==> src/hdl/serial_tx_pkg.sv <==
// Purpose: constants for the asynchronous serial transmitter
// Assumes: Avalon-MM word addressing by byte address, 32-bit data
// Notes: registers hold 8 bits in the low byte, upper bits read zero
package serial_tx_pkg;
	// register byte offsets
	localparam logic [4:0] tx_ctrl_status_off = 5'h00;
	localparam logic [4:0] rx_ctrl_status_off = 5'h04;
	localparam logic [4:0] baud_divider_off = 5'h08;
	localparam logic [4:0] tx_holding_off = 5'h0c;
	localparam logic [4:0] pending_flags_off = 5'h10;
	localparam logic [4:0] enable_mask_off = 5'h14;
	localparam logic [4:0] irq_control_off = 5'h18;
	// transmit_control_status fields
	localparam int nine_bit_pos = 6;
	localparam int tx_enable_pos = 5;
	localparam int sync_sel_pos = 4;
	localparam int high_speed_pos = 2;
	localparam int shifter_empty_pos = 1;
	localparam int ninth_bit_pos = 0;
	// receive_control_status, pending, mask, irq control fields
	localparam int port_enable_pos = 7;
	localparam int tx_flag_pos = 4;
	localparam int global_irq_pos = 7;
	localparam int periph_irq_pos = 6;
	// reset values
	localparam logic [7:0] tx_ctrl_reset = 8'h02;
	localparam logic [7:0] zero_byte_reset = 8'h00;
	// writable bits of transmit_control_status
	localparam logic [7:0] tx_ctrl_wmask = 8'hf5;
	// baud period in clocks: high speed 16x, normal 64x per divider step
	localparam logic [5:0] high_speed_ticks = 6'h0f;
	localparam logic [5:0] low_speed_ticks = 6'h3f;
	// data bits per frame
	localparam logic [3:0] bits_eight = 4'h8;
	localparam logic [3:0] bits_nine = 4'h9;
	// buffer-empty flag lag after a buffer write, in clocks
	localparam logic [1:0] flag_lag = 2'h2;
	typedef enum logic [1:0] {
		st_idle = 2'b00,
		st_start = 2'b01,
		st_data = 2'b11,
		st_stop = 2'b10
	} tx_state_t;
endpackage

==> src/hdl/serial_tx.sv <==
// Purpose: asynchronous serial transmitter with Avalon-MM registers
// Assumes: 25 MHz clock_in, synchronous active-high reset
// Notes: one clock is one instruction cycle
// Summary of operation
// line idles high, NRZ levels
// start low, 8/9 data, stop high
// data bits least significant first
// each bit one baud period, 8-bit divider
// no parity generated; ninth bit carries it
// runs only with enable, async, port on
// port enable makes transmit pin output
// port enable forces receive pin input
// setting transmit enable sets empty flag
// empty shifter loads written character immediately
// queued character loads after stop bit
// empty flag clear only when busy and queued; the code also clears it whenever run is low
// empty flag updates second cycle after write
// empty flag read only
// irq enable gates request, not flag
// software clears irq enable after last character
// shifter empty bit, no interrupt
// nine-bit select shifts nine data bits
// ninth bit written first, moved together
// ninth bit one marks an address
// all enables plus flag request interrupt
// software follows documented setup order
// disabled transmitter holds idle at mark
//
// Design decisions made here: the placing of the registers and the Avalon-MM interface to the registers.
`timescale 1ns/1ps
module serial_tx (
	input wire logic clock_in,
	input wire logic sys_rst_in,
	input wire logic [4:0] avs_address_in,
	input wire logic avs_read_in,
	input wire logic avs_write_in,
	input wire logic [31:0] avs_writedata_in,
	input wire logic [3:0] avs_byteenable_in,
	output logic [31:0] avs_readdata_out,
	output logic avs_waitrequest_out,
	input wire logic receive_data_pin_in,
	output logic transmit_clock_pin_out,
	output logic transmit_clock_pin_oe_out,
	output logic receive_data_pin_oe_out,
	output logic irq_out
);
	import serial_tx_pkg::*;

	typedef struct packed {
		logic [7:0] tx_ctrl;
		logic [7:0] rx_ctrl;
		logic [7:0] divider;
		logic [7:0] mask;
		logic [7:0] irq_ctrl;
		logic [7:0] holding;
		logic holding_ninth;
		logic holding_full;
		logic [1:0] lag;
		logic flag;
		logic [8:0] shifter;
		logic [3:0] bits_left;
		tx_state_t state;
		logic [7:0] div_cnt;
		logic [5:0] tick_cnt;
		logic pin;
		logic pin_oe;
		logic rx_oe;
		logic irq;
		logic ack;
		logic wreq;
		logic [31:0] rdata;
		logic rx_meta;
		logic rx_sync;
	} state_t;

	state_t s_q;
	state_t s_d;

	function automatic logic [7:0] merge(input logic [7:0] old,
		input logic [7:0] wmask);
		merge = (old & ~wmask) | (avs_writedata_in[7:0] & wmask);
	endfunction

	logic run;
	logic baud_tick;
	logic bus_req;
	logic wr_hit;
	logic hold_wr;
	logic [7:0] tx_status;
	assign run = s_q.tx_ctrl[tx_enable_pos] & ~s_q.tx_ctrl[sync_sel_pos]
		& s_q.rx_ctrl[port_enable_pos];
	assign bus_req = (avs_read_in | avs_write_in) & ~s_q.ack;
	assign wr_hit = bus_req & avs_write_in & avs_byteenable_in[0];
	assign hold_wr = wr_hit & (avs_address_in == tx_holding_off);
	assign tx_status = {s_q.tx_ctrl[7:2], (s_q.state == st_idle),
		s_q.tx_ctrl[0]};

	always_comb begin
		baud_tick = 1'b0;
		if (s_q.div_cnt == 8'h00) begin
			if (s_q.tx_ctrl[high_speed_pos]) begin
				baud_tick = (s_q.tick_cnt == high_speed_ticks);
			end else begin
				baud_tick = (s_q.tick_cnt == low_speed_ticks);
			end
		end
	end

	always_comb begin
		s_d = s_q;
		s_d.rx_meta = receive_data_pin_in;
		s_d.rx_sync = s_q.rx_meta;
		// one wait state: answer at the cycle after the request
		s_d.ack = bus_req;
		s_d.wreq = ~bus_req;
		s_d.rdata = 32'h0000_0000;
		if (bus_req && avs_read_in) begin
			case (avs_address_in)
				tx_ctrl_status_off: s_d.rdata[7:0] = tx_status;
				rx_ctrl_status_off: s_d.rdata[7:0] = s_q.rx_ctrl;
				baud_divider_off: s_d.rdata[7:0] = s_q.divider;
				pending_flags_off: s_d.rdata[tx_flag_pos] = s_q.flag;
				enable_mask_off: s_d.rdata[7:0] = s_q.mask;
				irq_control_off: s_d.rdata[7:0] = s_q.irq_ctrl;
				default: s_d.rdata = 32'h0000_0000;
			endcase
		end
		if (wr_hit) begin
			case (avs_address_in)
				tx_ctrl_status_off:
					s_d.tx_ctrl = merge(s_q.tx_ctrl, tx_ctrl_wmask);
				rx_ctrl_status_off: s_d.rx_ctrl = avs_writedata_in[7:0];
				baud_divider_off: s_d.divider = avs_writedata_in[7:0];
				enable_mask_off: s_d.mask = avs_writedata_in[7:0];
				irq_control_off: s_d.irq_ctrl = avs_writedata_in[7:0];
				tx_holding_off: begin
					// ninth bit captured with the low byte
					s_d.holding = avs_writedata_in[7:0];
					s_d.holding_ninth = s_q.tx_ctrl[ninth_bit_pos];
					s_d.holding_full = 1'b1;
					s_d.lag = flag_lag;
				end
				default: s_d.rdata = s_q.rdata;
			endcase
		end
		// baud generator, restarted with each frame
		if (s_q.state == st_idle) begin
			s_d.div_cnt = s_q.divider;
			s_d.tick_cnt = 6'h00;
		end else if (s_q.div_cnt != 8'h00) begin
			s_d.div_cnt = s_q.div_cnt - 8'h01;
		end else begin
			s_d.div_cnt = s_q.divider;
			s_d.tick_cnt = baud_tick ? 6'h00 : s_q.tick_cnt + 6'h01;
		end
		case (s_q.state)
			st_idle: begin
				s_d.pin = 1'b1;
				if (run && s_q.holding_full) begin
					// empty shifter takes the character at once
					s_d.shifter = {s_q.holding_ninth, s_q.holding};
					s_d.bits_left = s_q.tx_ctrl[nine_bit_pos] ?
						bits_nine : bits_eight;
					s_d.holding_full = hold_wr;
					s_d.state = st_start;
					s_d.pin = 1'b0;
				end
			end
			st_start: if (baud_tick) begin
				s_d.pin = s_q.shifter[0];
				s_d.shifter = {1'b0, s_q.shifter[8:1]};
				s_d.bits_left = s_q.bits_left - 4'h1;
				s_d.state = st_data;
			end
			st_data: if (baud_tick) begin
				if (s_q.bits_left == 4'h0) begin
					s_d.pin = 1'b1;
					s_d.state = st_stop;
				end else begin
					s_d.pin = s_q.shifter[0];
					s_d.shifter = {1'b0, s_q.shifter[8:1]};
					s_d.bits_left = s_q.bits_left - 4'h1;
				end
			end
			st_stop: if (baud_tick) begin
				s_d.state = st_idle;
			end
			default: s_d.state = st_idle;
		endcase
		if (!run) begin
			// disabled: abort frame, hold mark
			s_d.state = st_idle;
			s_d.pin = 1'b1;
		end
		// flag follows buffer, delayed after writes
		// a fresh buffer write restarts the lag rather than losing it
		if (hold_wr) begin
			s_d.lag = flag_lag;
		end else if (s_q.lag != 2'h0) begin
			s_d.lag = s_q.lag - 2'h1;
		end else begin
			s_d.flag = run & ~s_q.holding_full;
		end
		if (!run) begin
			s_d.flag = 1'b0;
		end
		s_d.irq = s_q.flag & s_q.mask[tx_flag_pos]
			& s_q.irq_ctrl[global_irq_pos]
			& s_q.irq_ctrl[periph_irq_pos];
		s_d.pin_oe = s_q.rx_ctrl[port_enable_pos];
		s_d.rx_oe = 1'b0;
	end

	always_ff @(posedge clock_in) begin
		if (sys_rst_in) begin
			s_q <= '0;
			s_q.tx_ctrl <= tx_ctrl_reset;
			s_q.rx_ctrl <= zero_byte_reset;
			s_q.state <= st_idle;
			s_q.pin <= 1'b1;
			s_q.wreq <= 1'b1;
			s_q.rx_meta <= 1'b1;
			s_q.rx_sync <= 1'b1;
		end else begin
			s_q <= s_d;
		end
	end

	assign avs_readdata_out = s_q.rdata;
	assign avs_waitrequest_out = s_q.wreq;
	assign transmit_clock_pin_out = s_q.pin;
	assign transmit_clock_pin_oe_out = s_q.pin_oe;
	assign receive_data_pin_oe_out = s_q.rx_oe;
	assign irq_out = s_q.irq;
endmodule

==> config.mk <==
export PLATFORM = sky130hd
export DESIGN_NAME = serial_tx
export DESIGN_NICKNAME = d
export VERILOG_FILES = /design/src/hdl/serial_tx_pkg.sv /design/src/hdl/serial_tx.sv
export SDC_FILE = /design/constraint.sdc
export NUM_CORES = 1
export LEC_CHECK = 0
export BUFFER_PORTS_ARGS = -buffer_cell sky130_fd_sc_hd__buf_2
export CAP_MARGIN = 15
export CORE_MARGIN = 5
export CORE_UTILIZATION = 50
export DETAILED_ROUTE_END_ITERATION = 12
export GPL_ROUTABILITY_DRIVEN = 0
export PLACE_DENSITY = 0.76
export RECOVER_POWER = 25
export SETUP_SLACK_MARGIN = 0.1
export SLEW_MARGIN = 25
export SYNTH_ARGS = -nofsm -noshare
export SYNTH_HDL_FRONTEND = slang
export SYNTH_SLANG_ARGS = --single-unit
==> constraint.sdc <==
create_clock -name clock_in -period 1.8 [get_ports clock_in]
set_clock_uncertainty 0.2 [all_clocks]
set_input_delay 0.45 -clock clock_in [delete_from_list [all_inputs] [get_ports clock_in]]
set_output_delay 0.45 -clock clock_in [all_outputs]
set_load 0.02 [all_outputs]
== Word-level counts from Yosys, hierarchy flattened ==
Cells that the tools add are included.
Word-level totals
  register bits after elaboration: 120
  latch bits: 0
  bits in writable memories: 0
  memory bits (read-only): 0
  input port bits: 46
  logic and storage cells: 125
  memories: 0
Operators by class
  add/subtract/negate cells: 4
  multipliers: 0
  div/mod/pow operators: 0
  magnitude comparators: 0
  equal/unequal tests: 18
  shifts and indexed selects: 0
  muxes and demuxes: 32
  bitwise logic cells: 19
  reduce and logical (&&, ||, !) cells: 29
Operator list (count)
  $mux 32: 2
  $mux 15: 3
  $pmux 13 s3: 1
  $pmux 4 s5: 1
  $reduce_and 2->1: 9
  $mux 8: 2
  $eq 5x5->1 const B: 3
  $pmux 3 s5: 1
  $mux 14: 1
  $mux 13: 1
  $mux 6: 2
  $ne 2x2->1 const B: 6
  $and 1x1->1: 10
  $eq 5x4->1 const B: 2
  $reduce_and 5->1: 2
  $mux 1: 9
  $reduce_bool 3->1: 3
  $logic_not 8->1: 1
  $mux 2: 4
  $or 4x8->8: 1
  $pmux 2 s4: 1
  $reduce_bool 8->1: 1
  $sub 8x1->8 const B: 1
  $not 1->1: 7
  21 further kinds: 28

== Depth between registers and ports, before layout ==
  word-level depth: 7
  depth in mapped cells: 8

== Worst setup path before layout ==
OpenSTA, ideal clock, no wires.
  path type: in2reg
  start: input avs_address_in[1]
  end: register s_q[104] (netlist name)
  data arrival time: 1.686 ns
  data required time: 1.472 ns
  path slack: -0.213 ns
  cell stages on the path: 6
  path buffers: 2
  cell sequence: buf_2 > nor4b_4 > nor3b_2 > buf_6 > mux2i_1 > nor2_1
Between the ends
  word-level cells in the longest chain between the ends: 2
Ends and longest elaborated chain
  start, declared: RTL line serial_tx.sv:34  | input wire logic [4:0] avs_address_in,
  $eq 5x4->1: RTL line serial_tx.sv:129  | case (avs_address_in)
  $reduce_and 2->1 (no source line)
  end, declared: RTL line serial_tx.sv:76  | state_t s_q;
No other way between the ends.
A chain may end at the register's enable or synchronous reset.

== Worst setup path in the final report ==
  start: register s_q[46] (netlist name)
  end: register s_q[61] (netlist name)
Between the ends
  word-level cells in the longest chain between the ends: 4
  elaborated cells between the ends (all ways): 5
  classes of those cells: 2 x eq/ne; 1 x mux; 2 x reduce/logical
Ends and longest elaborated chain
  $logic_not 8->1 *: RTL line serial_tx.sv:100  | if (s_q.div_cnt == 8'h00) begin
  $mux 1 *: RTL line serial_tx.sv:100
  $ne 2x2->1 (no source line)
  $reduce_and 5->1 (no source line) *
Mark *: on every way between the ends. The rest lies on a longest branch, timed or not.

==> out/metrics.sh <==
FINALPOWER_mW=3.66
DIE_Y_UM=106
YS_SEQ_ELEMENTS=93
SYN_AREA_MM2=0.00458
SYNTH.YOSYS.WARNINGS=0
INITIALDRTVIOLATIONCOUNT=137
POST_ROUTE_CELLS_DRIVE_ABOVE_1_SHARE_PCT=36.7
CTS_ROOT_BUF='sky130_fd_sc_hd__clkbuf_8'
POWER-PER-CELL-AREA_mW_PER_MM2=644
FINALINSTANCEAREA_MM2=0.00569
P_LEAK_nW=2.33
FILLCELLCOUNT=753
SYNTH_TOP_CELL_AREA_SHARE_PCT=40.6
CTS_TREE='built'
TRITONCTS_NUM_SINKS=93
REMAINING_DRC_ERRORS=0
H-TREE-DEPTH=3
GRT_USE_MET3_PCT=3.92
AREAGROWTHSYNTHTOFINISH_PCT=24.1
SETUP.WORST_PATH.END_CLASS='register'
PLACE.DETAILED.HPWL_MM=7.42
REGTOREGSETUPSLACK_NS=0.0002
CRIT_REQUIRED_NS=1.85
DESIGN.DIE.AREA_MM2=0.0112
MET2_USAGE_GRT_PCT=32.9
RSZ0062_AT_GRT='yes'
ROUTE.FINAL.WIRE_LENGTH_MM=11.0
RELSLEWSLACK_PCT=56.7
WORST_PIN_SLEW_NS=0.650
CTS_BUFFERS=9
HOLD_PATH.CLASS='input port to register'
GRT_BUSIEST_LAYER='met2'
AVGSYNTHCELLAREA_UM2=9.57
CP.ARRIVAL_NS=1.85
HOLD_VIOL_FINAL=0
SYNTH-MAIN-FF-CELL='sky130_fd_sc_hd__dfxtp_1'
SYN_INST_COUNT=479
GRT.TOTAL_USAGE_PCT=19.2
PLACEDINSTANCEAREA_MM2=0.00515
FLOORPLAN.ROWS=35
IO_BUFFER_COUNT=29
GLOBALROUTEMET1UTIL_PCT=24.2
CRIT_PATH_START='s_q[46]'
SYNTH_LARGEST_AREA_CELL='sky130_fd_sc_hd__dfxtp_1'
OVERFLOW=0
POSTROUTEANTENNANETS=0
FINISH.NET_COUNT=601
SYNTH_EDF_COUNT=0
DIE_W_UM=106
PERIOD_MINUS_SLACK_NS=1.80
ROUTED_WIRE_LENGTH_PER_INSTANCE_UM=16.5
PIN_COUNT_OF_THE_BIGGEST_NET_ENTERING_GLOBAL_ROUTING=58
FINAL_CORE_UTILIZATION_PCT=62.4
DRTPASS1ITERATIONS=4
CRIT_PATH_START_KIND='register'
R2R-END='s_q[61]'
FINISH.CELL_COUNT_WITHOUT_FILLERS=667
CORE_AREA_MM2=0.00911
FIN_TNS_SETUP_NS=0
ANTENNA_CELLS_INSERTED=0
PEAKVDDDROP_mV=0.649
CLKSLEWWORSTSETUPHOLDPATHS_NS=0.10
SYNTH.LIB_CELLS_USED.DISTINCT=61
HOLD_BUFFERS=0
CLOCKBUFFERDEPTH=2
CLOCK_LATENCY_NS=0.37
SLEW_VIOLATIONS=0
PLACE.DETAILED.INSTANCES=636
FINALSETUPVIOLATIONS=0
DRV_CAP=0
CRITICAL_PATH.REG2REG.STARTPOINT='s_q[46]'
FLOORPLAN.INITIALDENSITY_PCT=50.3
IOPINCOUNT=83
SYNTH_ASYNC_SR_FLOP_SHARE_PCT=0
CRIT_PATH_MAX_FANOUT=5
YS_TOP_CELLS_BY_AREA='sky130_fd_sc_hd__dfxtp_1 (41%), sky130_fd_sc_hd__mux2i_1 (9.2%), sky130_fd_sc_hd__buf_4 (5.6%)'
RUN_STATUS='finished, final reports clean'
GRT_ANTENNA_BEFORE_REPAIR=0
DETAILROUTE.VIA_COUNT=3735
SEQUENTIAL_CELL_AREA_FRACTION_IN_THE_YOSYS_REPORT_PCT=40.6
CRIT_PATH_END='s_q[61]'
VIA_COUNT_OF_THE_FIRST_GLOBAL_ROUTING_PASS=3779
PATH_CLASS='register to register'
WORSTREGTOREGCELLS=8
GRT_FIRST_PASS_WIRELENGTH_MM=17.8
VIAS_PER_CELL=5.60
FMAXACHIEVABLE_GHz=0.556
FRACTION_OF_THE_CYCLE_THE_FINAL_WORST_PATH_NEEDS_PCT=100
-- cell type report --
class,instances,area (µm²),share of cell area [%]
flip-flops and latches,93,1870,33.0
well taps,111,139,2.44
multi-input cells,343,2700,47.4
repair buffers,96,759,13.4
clock buffers,9,124,2.18
clock inverters,7,63.8,1.12
inverters,8,30.0,0.528
-- where the power goes --
| group | leakage (nW) | total (mW) | switching (mW) | internal (mW) |
|---|---|---|---|---|
| registers | 0.755 | 2.07 | 0.00434 | 2.06 |
| logic | 1.48 | 0.238 | 0.166 | 0.0723 |
| clock network | 0.0903 | 1.36 | 0.823 | 0.534 |
| total | 2.33 | 3.66 | 0.993 | 2.67 |
-- layout by cell type, fill, tap and decap left out, types with 5 or more instances in the layout --
cell type / synthesis / final
sky130_fd_sc_hd__dfxtp_1: 93 / 83
sky130_fd_sc_hd__nor2_1: 64 / 63
sky130_fd_sc_hd__buf_4: 34 / 47
sky130_fd_sc_hd__mux2i_1: 42 / 42
sky130_fd_sc_hd__buf_2: 6 / 26
sky130_fd_sc_hd__conb_1: 1 / 25
sky130_fd_sc_hd__nand2_1: 23 / 22
sky130_fd_sc_hd__a21oi_1: 26 / 22
sky130_fd_sc_hd__a211oi_2: 8 / 15
sky130_fd_sc_hd__mux2_2: 15 / 15
sky130_fd_sc_hd__buf_6: 3 / 11
sky130_fd_sc_hd__dfxtp_2: 0 / 10
sky130_fd_sc_hd__nor2b_1: 9 / 9
sky130_fd_sc_hd__a311oi_2: 0 / 9
sky130_fd_sc_hd__clkbuf_8: 0 / 9
sky130_fd_sc_hd__nand3_1: 9 / 7
sky130_fd_sc_hd__a32o_1: 7 / 7
sky130_fd_sc_hd__o2bb2ai_1: 7 / 7
sky130_fd_sc_hd__o21ai_0: 6 / 6
sky130_fd_sc_hd__xor2_1: 6 / 6
sky130_fd_sc_hd__a211oi_1: 16 / 6
sky130_fd_sc_hd__nand2b_1: 5 / 5
sky130_fd_sc_hd__buf_12: 1 / 5
-- worst min path at each step --
stage	startpoint	endpoint	slack (ns)	depth (start not counted)
6_report	avs_read_in	avs_waitrequest_out	0.12	2
4_1_cts	avs_read_in	avs_waitrequest_out	0.12	2
3_3_place_gp	s_q[95]	s_q[95]	0.24	2
3_5_place_dp	avs_readdata_out[1]	avs_readdata_out[1]	0.24	1
5_1_grt	avs_read_in	avs_waitrequest_out	0.12	2
2_1_floorplan	s_q[46]	s_q[46]	0.22	1
-- critical path: stages, from the launching register on --
cell	delay, ns
sky130_fd_sc_hd__dfxtp_2	0.35
sky130_fd_sc_hd__inv_2	0.05
sky130_fd_sc_hd__ha_4	0.14
sky130_fd_sc_hd__nor3b_4	0.15
sky130_fd_sc_hd__and3_4	0.20
sky130_fd_sc_hd__buf_6	0.13
sky130_fd_sc_hd__buf_6	0.12
sky130_fd_sc_hd__a311oi_2	0.28
sky130_fd_sc_hd__a211oi_2	0.06
-- kinds of logic (layout without fill, tap and decap cells) --
logic type,Yosys count,in the layout,synth area share (%)
AND/OR/NAND/NOR,150,151,17.6
AO/OA/AOI/OAI,95,96,15.9
flip-flops,93,93,40.6
buffers and inverters,69,120,9.58
multiplexers,58,58,13.4
XOR/XNOR,9,9,1.72
adder cells (fa/ha/maj),4,4,1.09
other,1,25,0.0818
-- stage by stage --
stage / setup slack [ns] / hold slack (ns)
after global routing: -0.0877 / 0.115
after detailed placement: -0.204 / 0.241
final: 0.000166 / 0.123
after CTS: 0.00619 / 0.118
after global placement: -0.151 / 0.238
after floorplan: -0.165 / 0.223
-- per-layer routing --
layer	up-vias	part of all wire (%)	routed length, µm
met5	-	0	0
met4	0	1.6	180
met3	21	4.0	437
met2	83	51	5600
met1	1824	44	4810
li1	1807	-	-
-- synth_stat cells, types with 9 or more instances --
cell / instances
sky130_fd_sc_hd__a211oi_1: 16
sky130_fd_sc_hd__a21oi_1: 26
sky130_fd_sc_hd__a311oi_1: 9
sky130_fd_sc_hd__buf_4: 34
sky130_fd_sc_hd__clkbuf_1: 13
sky130_fd_sc_hd__dfxtp_1: 93
sky130_fd_sc_hd__mux2_2: 15
sky130_fd_sc_hd__mux2i_1: 42
sky130_fd_sc_hd__nand2_1: 23
sky130_fd_sc_hd__nand3_1: 9
sky130_fd_sc_hd__nor2_1: 64
sky130_fd_sc_hd__nor2b_1: 9
-- state kept, by name, indices dropped and copies added (netlist names) --
signal / count
transmit_clock_pin_oe_out: 1
transmit_clock_pin_out: 1
avs_waitrequest_out: 1
s_d: 1
avs_readdata_out: 8
s_q: 80
irq_out: 1
-- repair_timing --
action                                  4_1_cts  5_1_grt
gates cloned                                  2        3
buffers inserted                              3        7
endpoints found under the setup margin       17       35
hold endpoints to repair                      0        0
pin swaps                                    10       12
resized for setup                            41       20
Power figures use the tool's default switching activity.
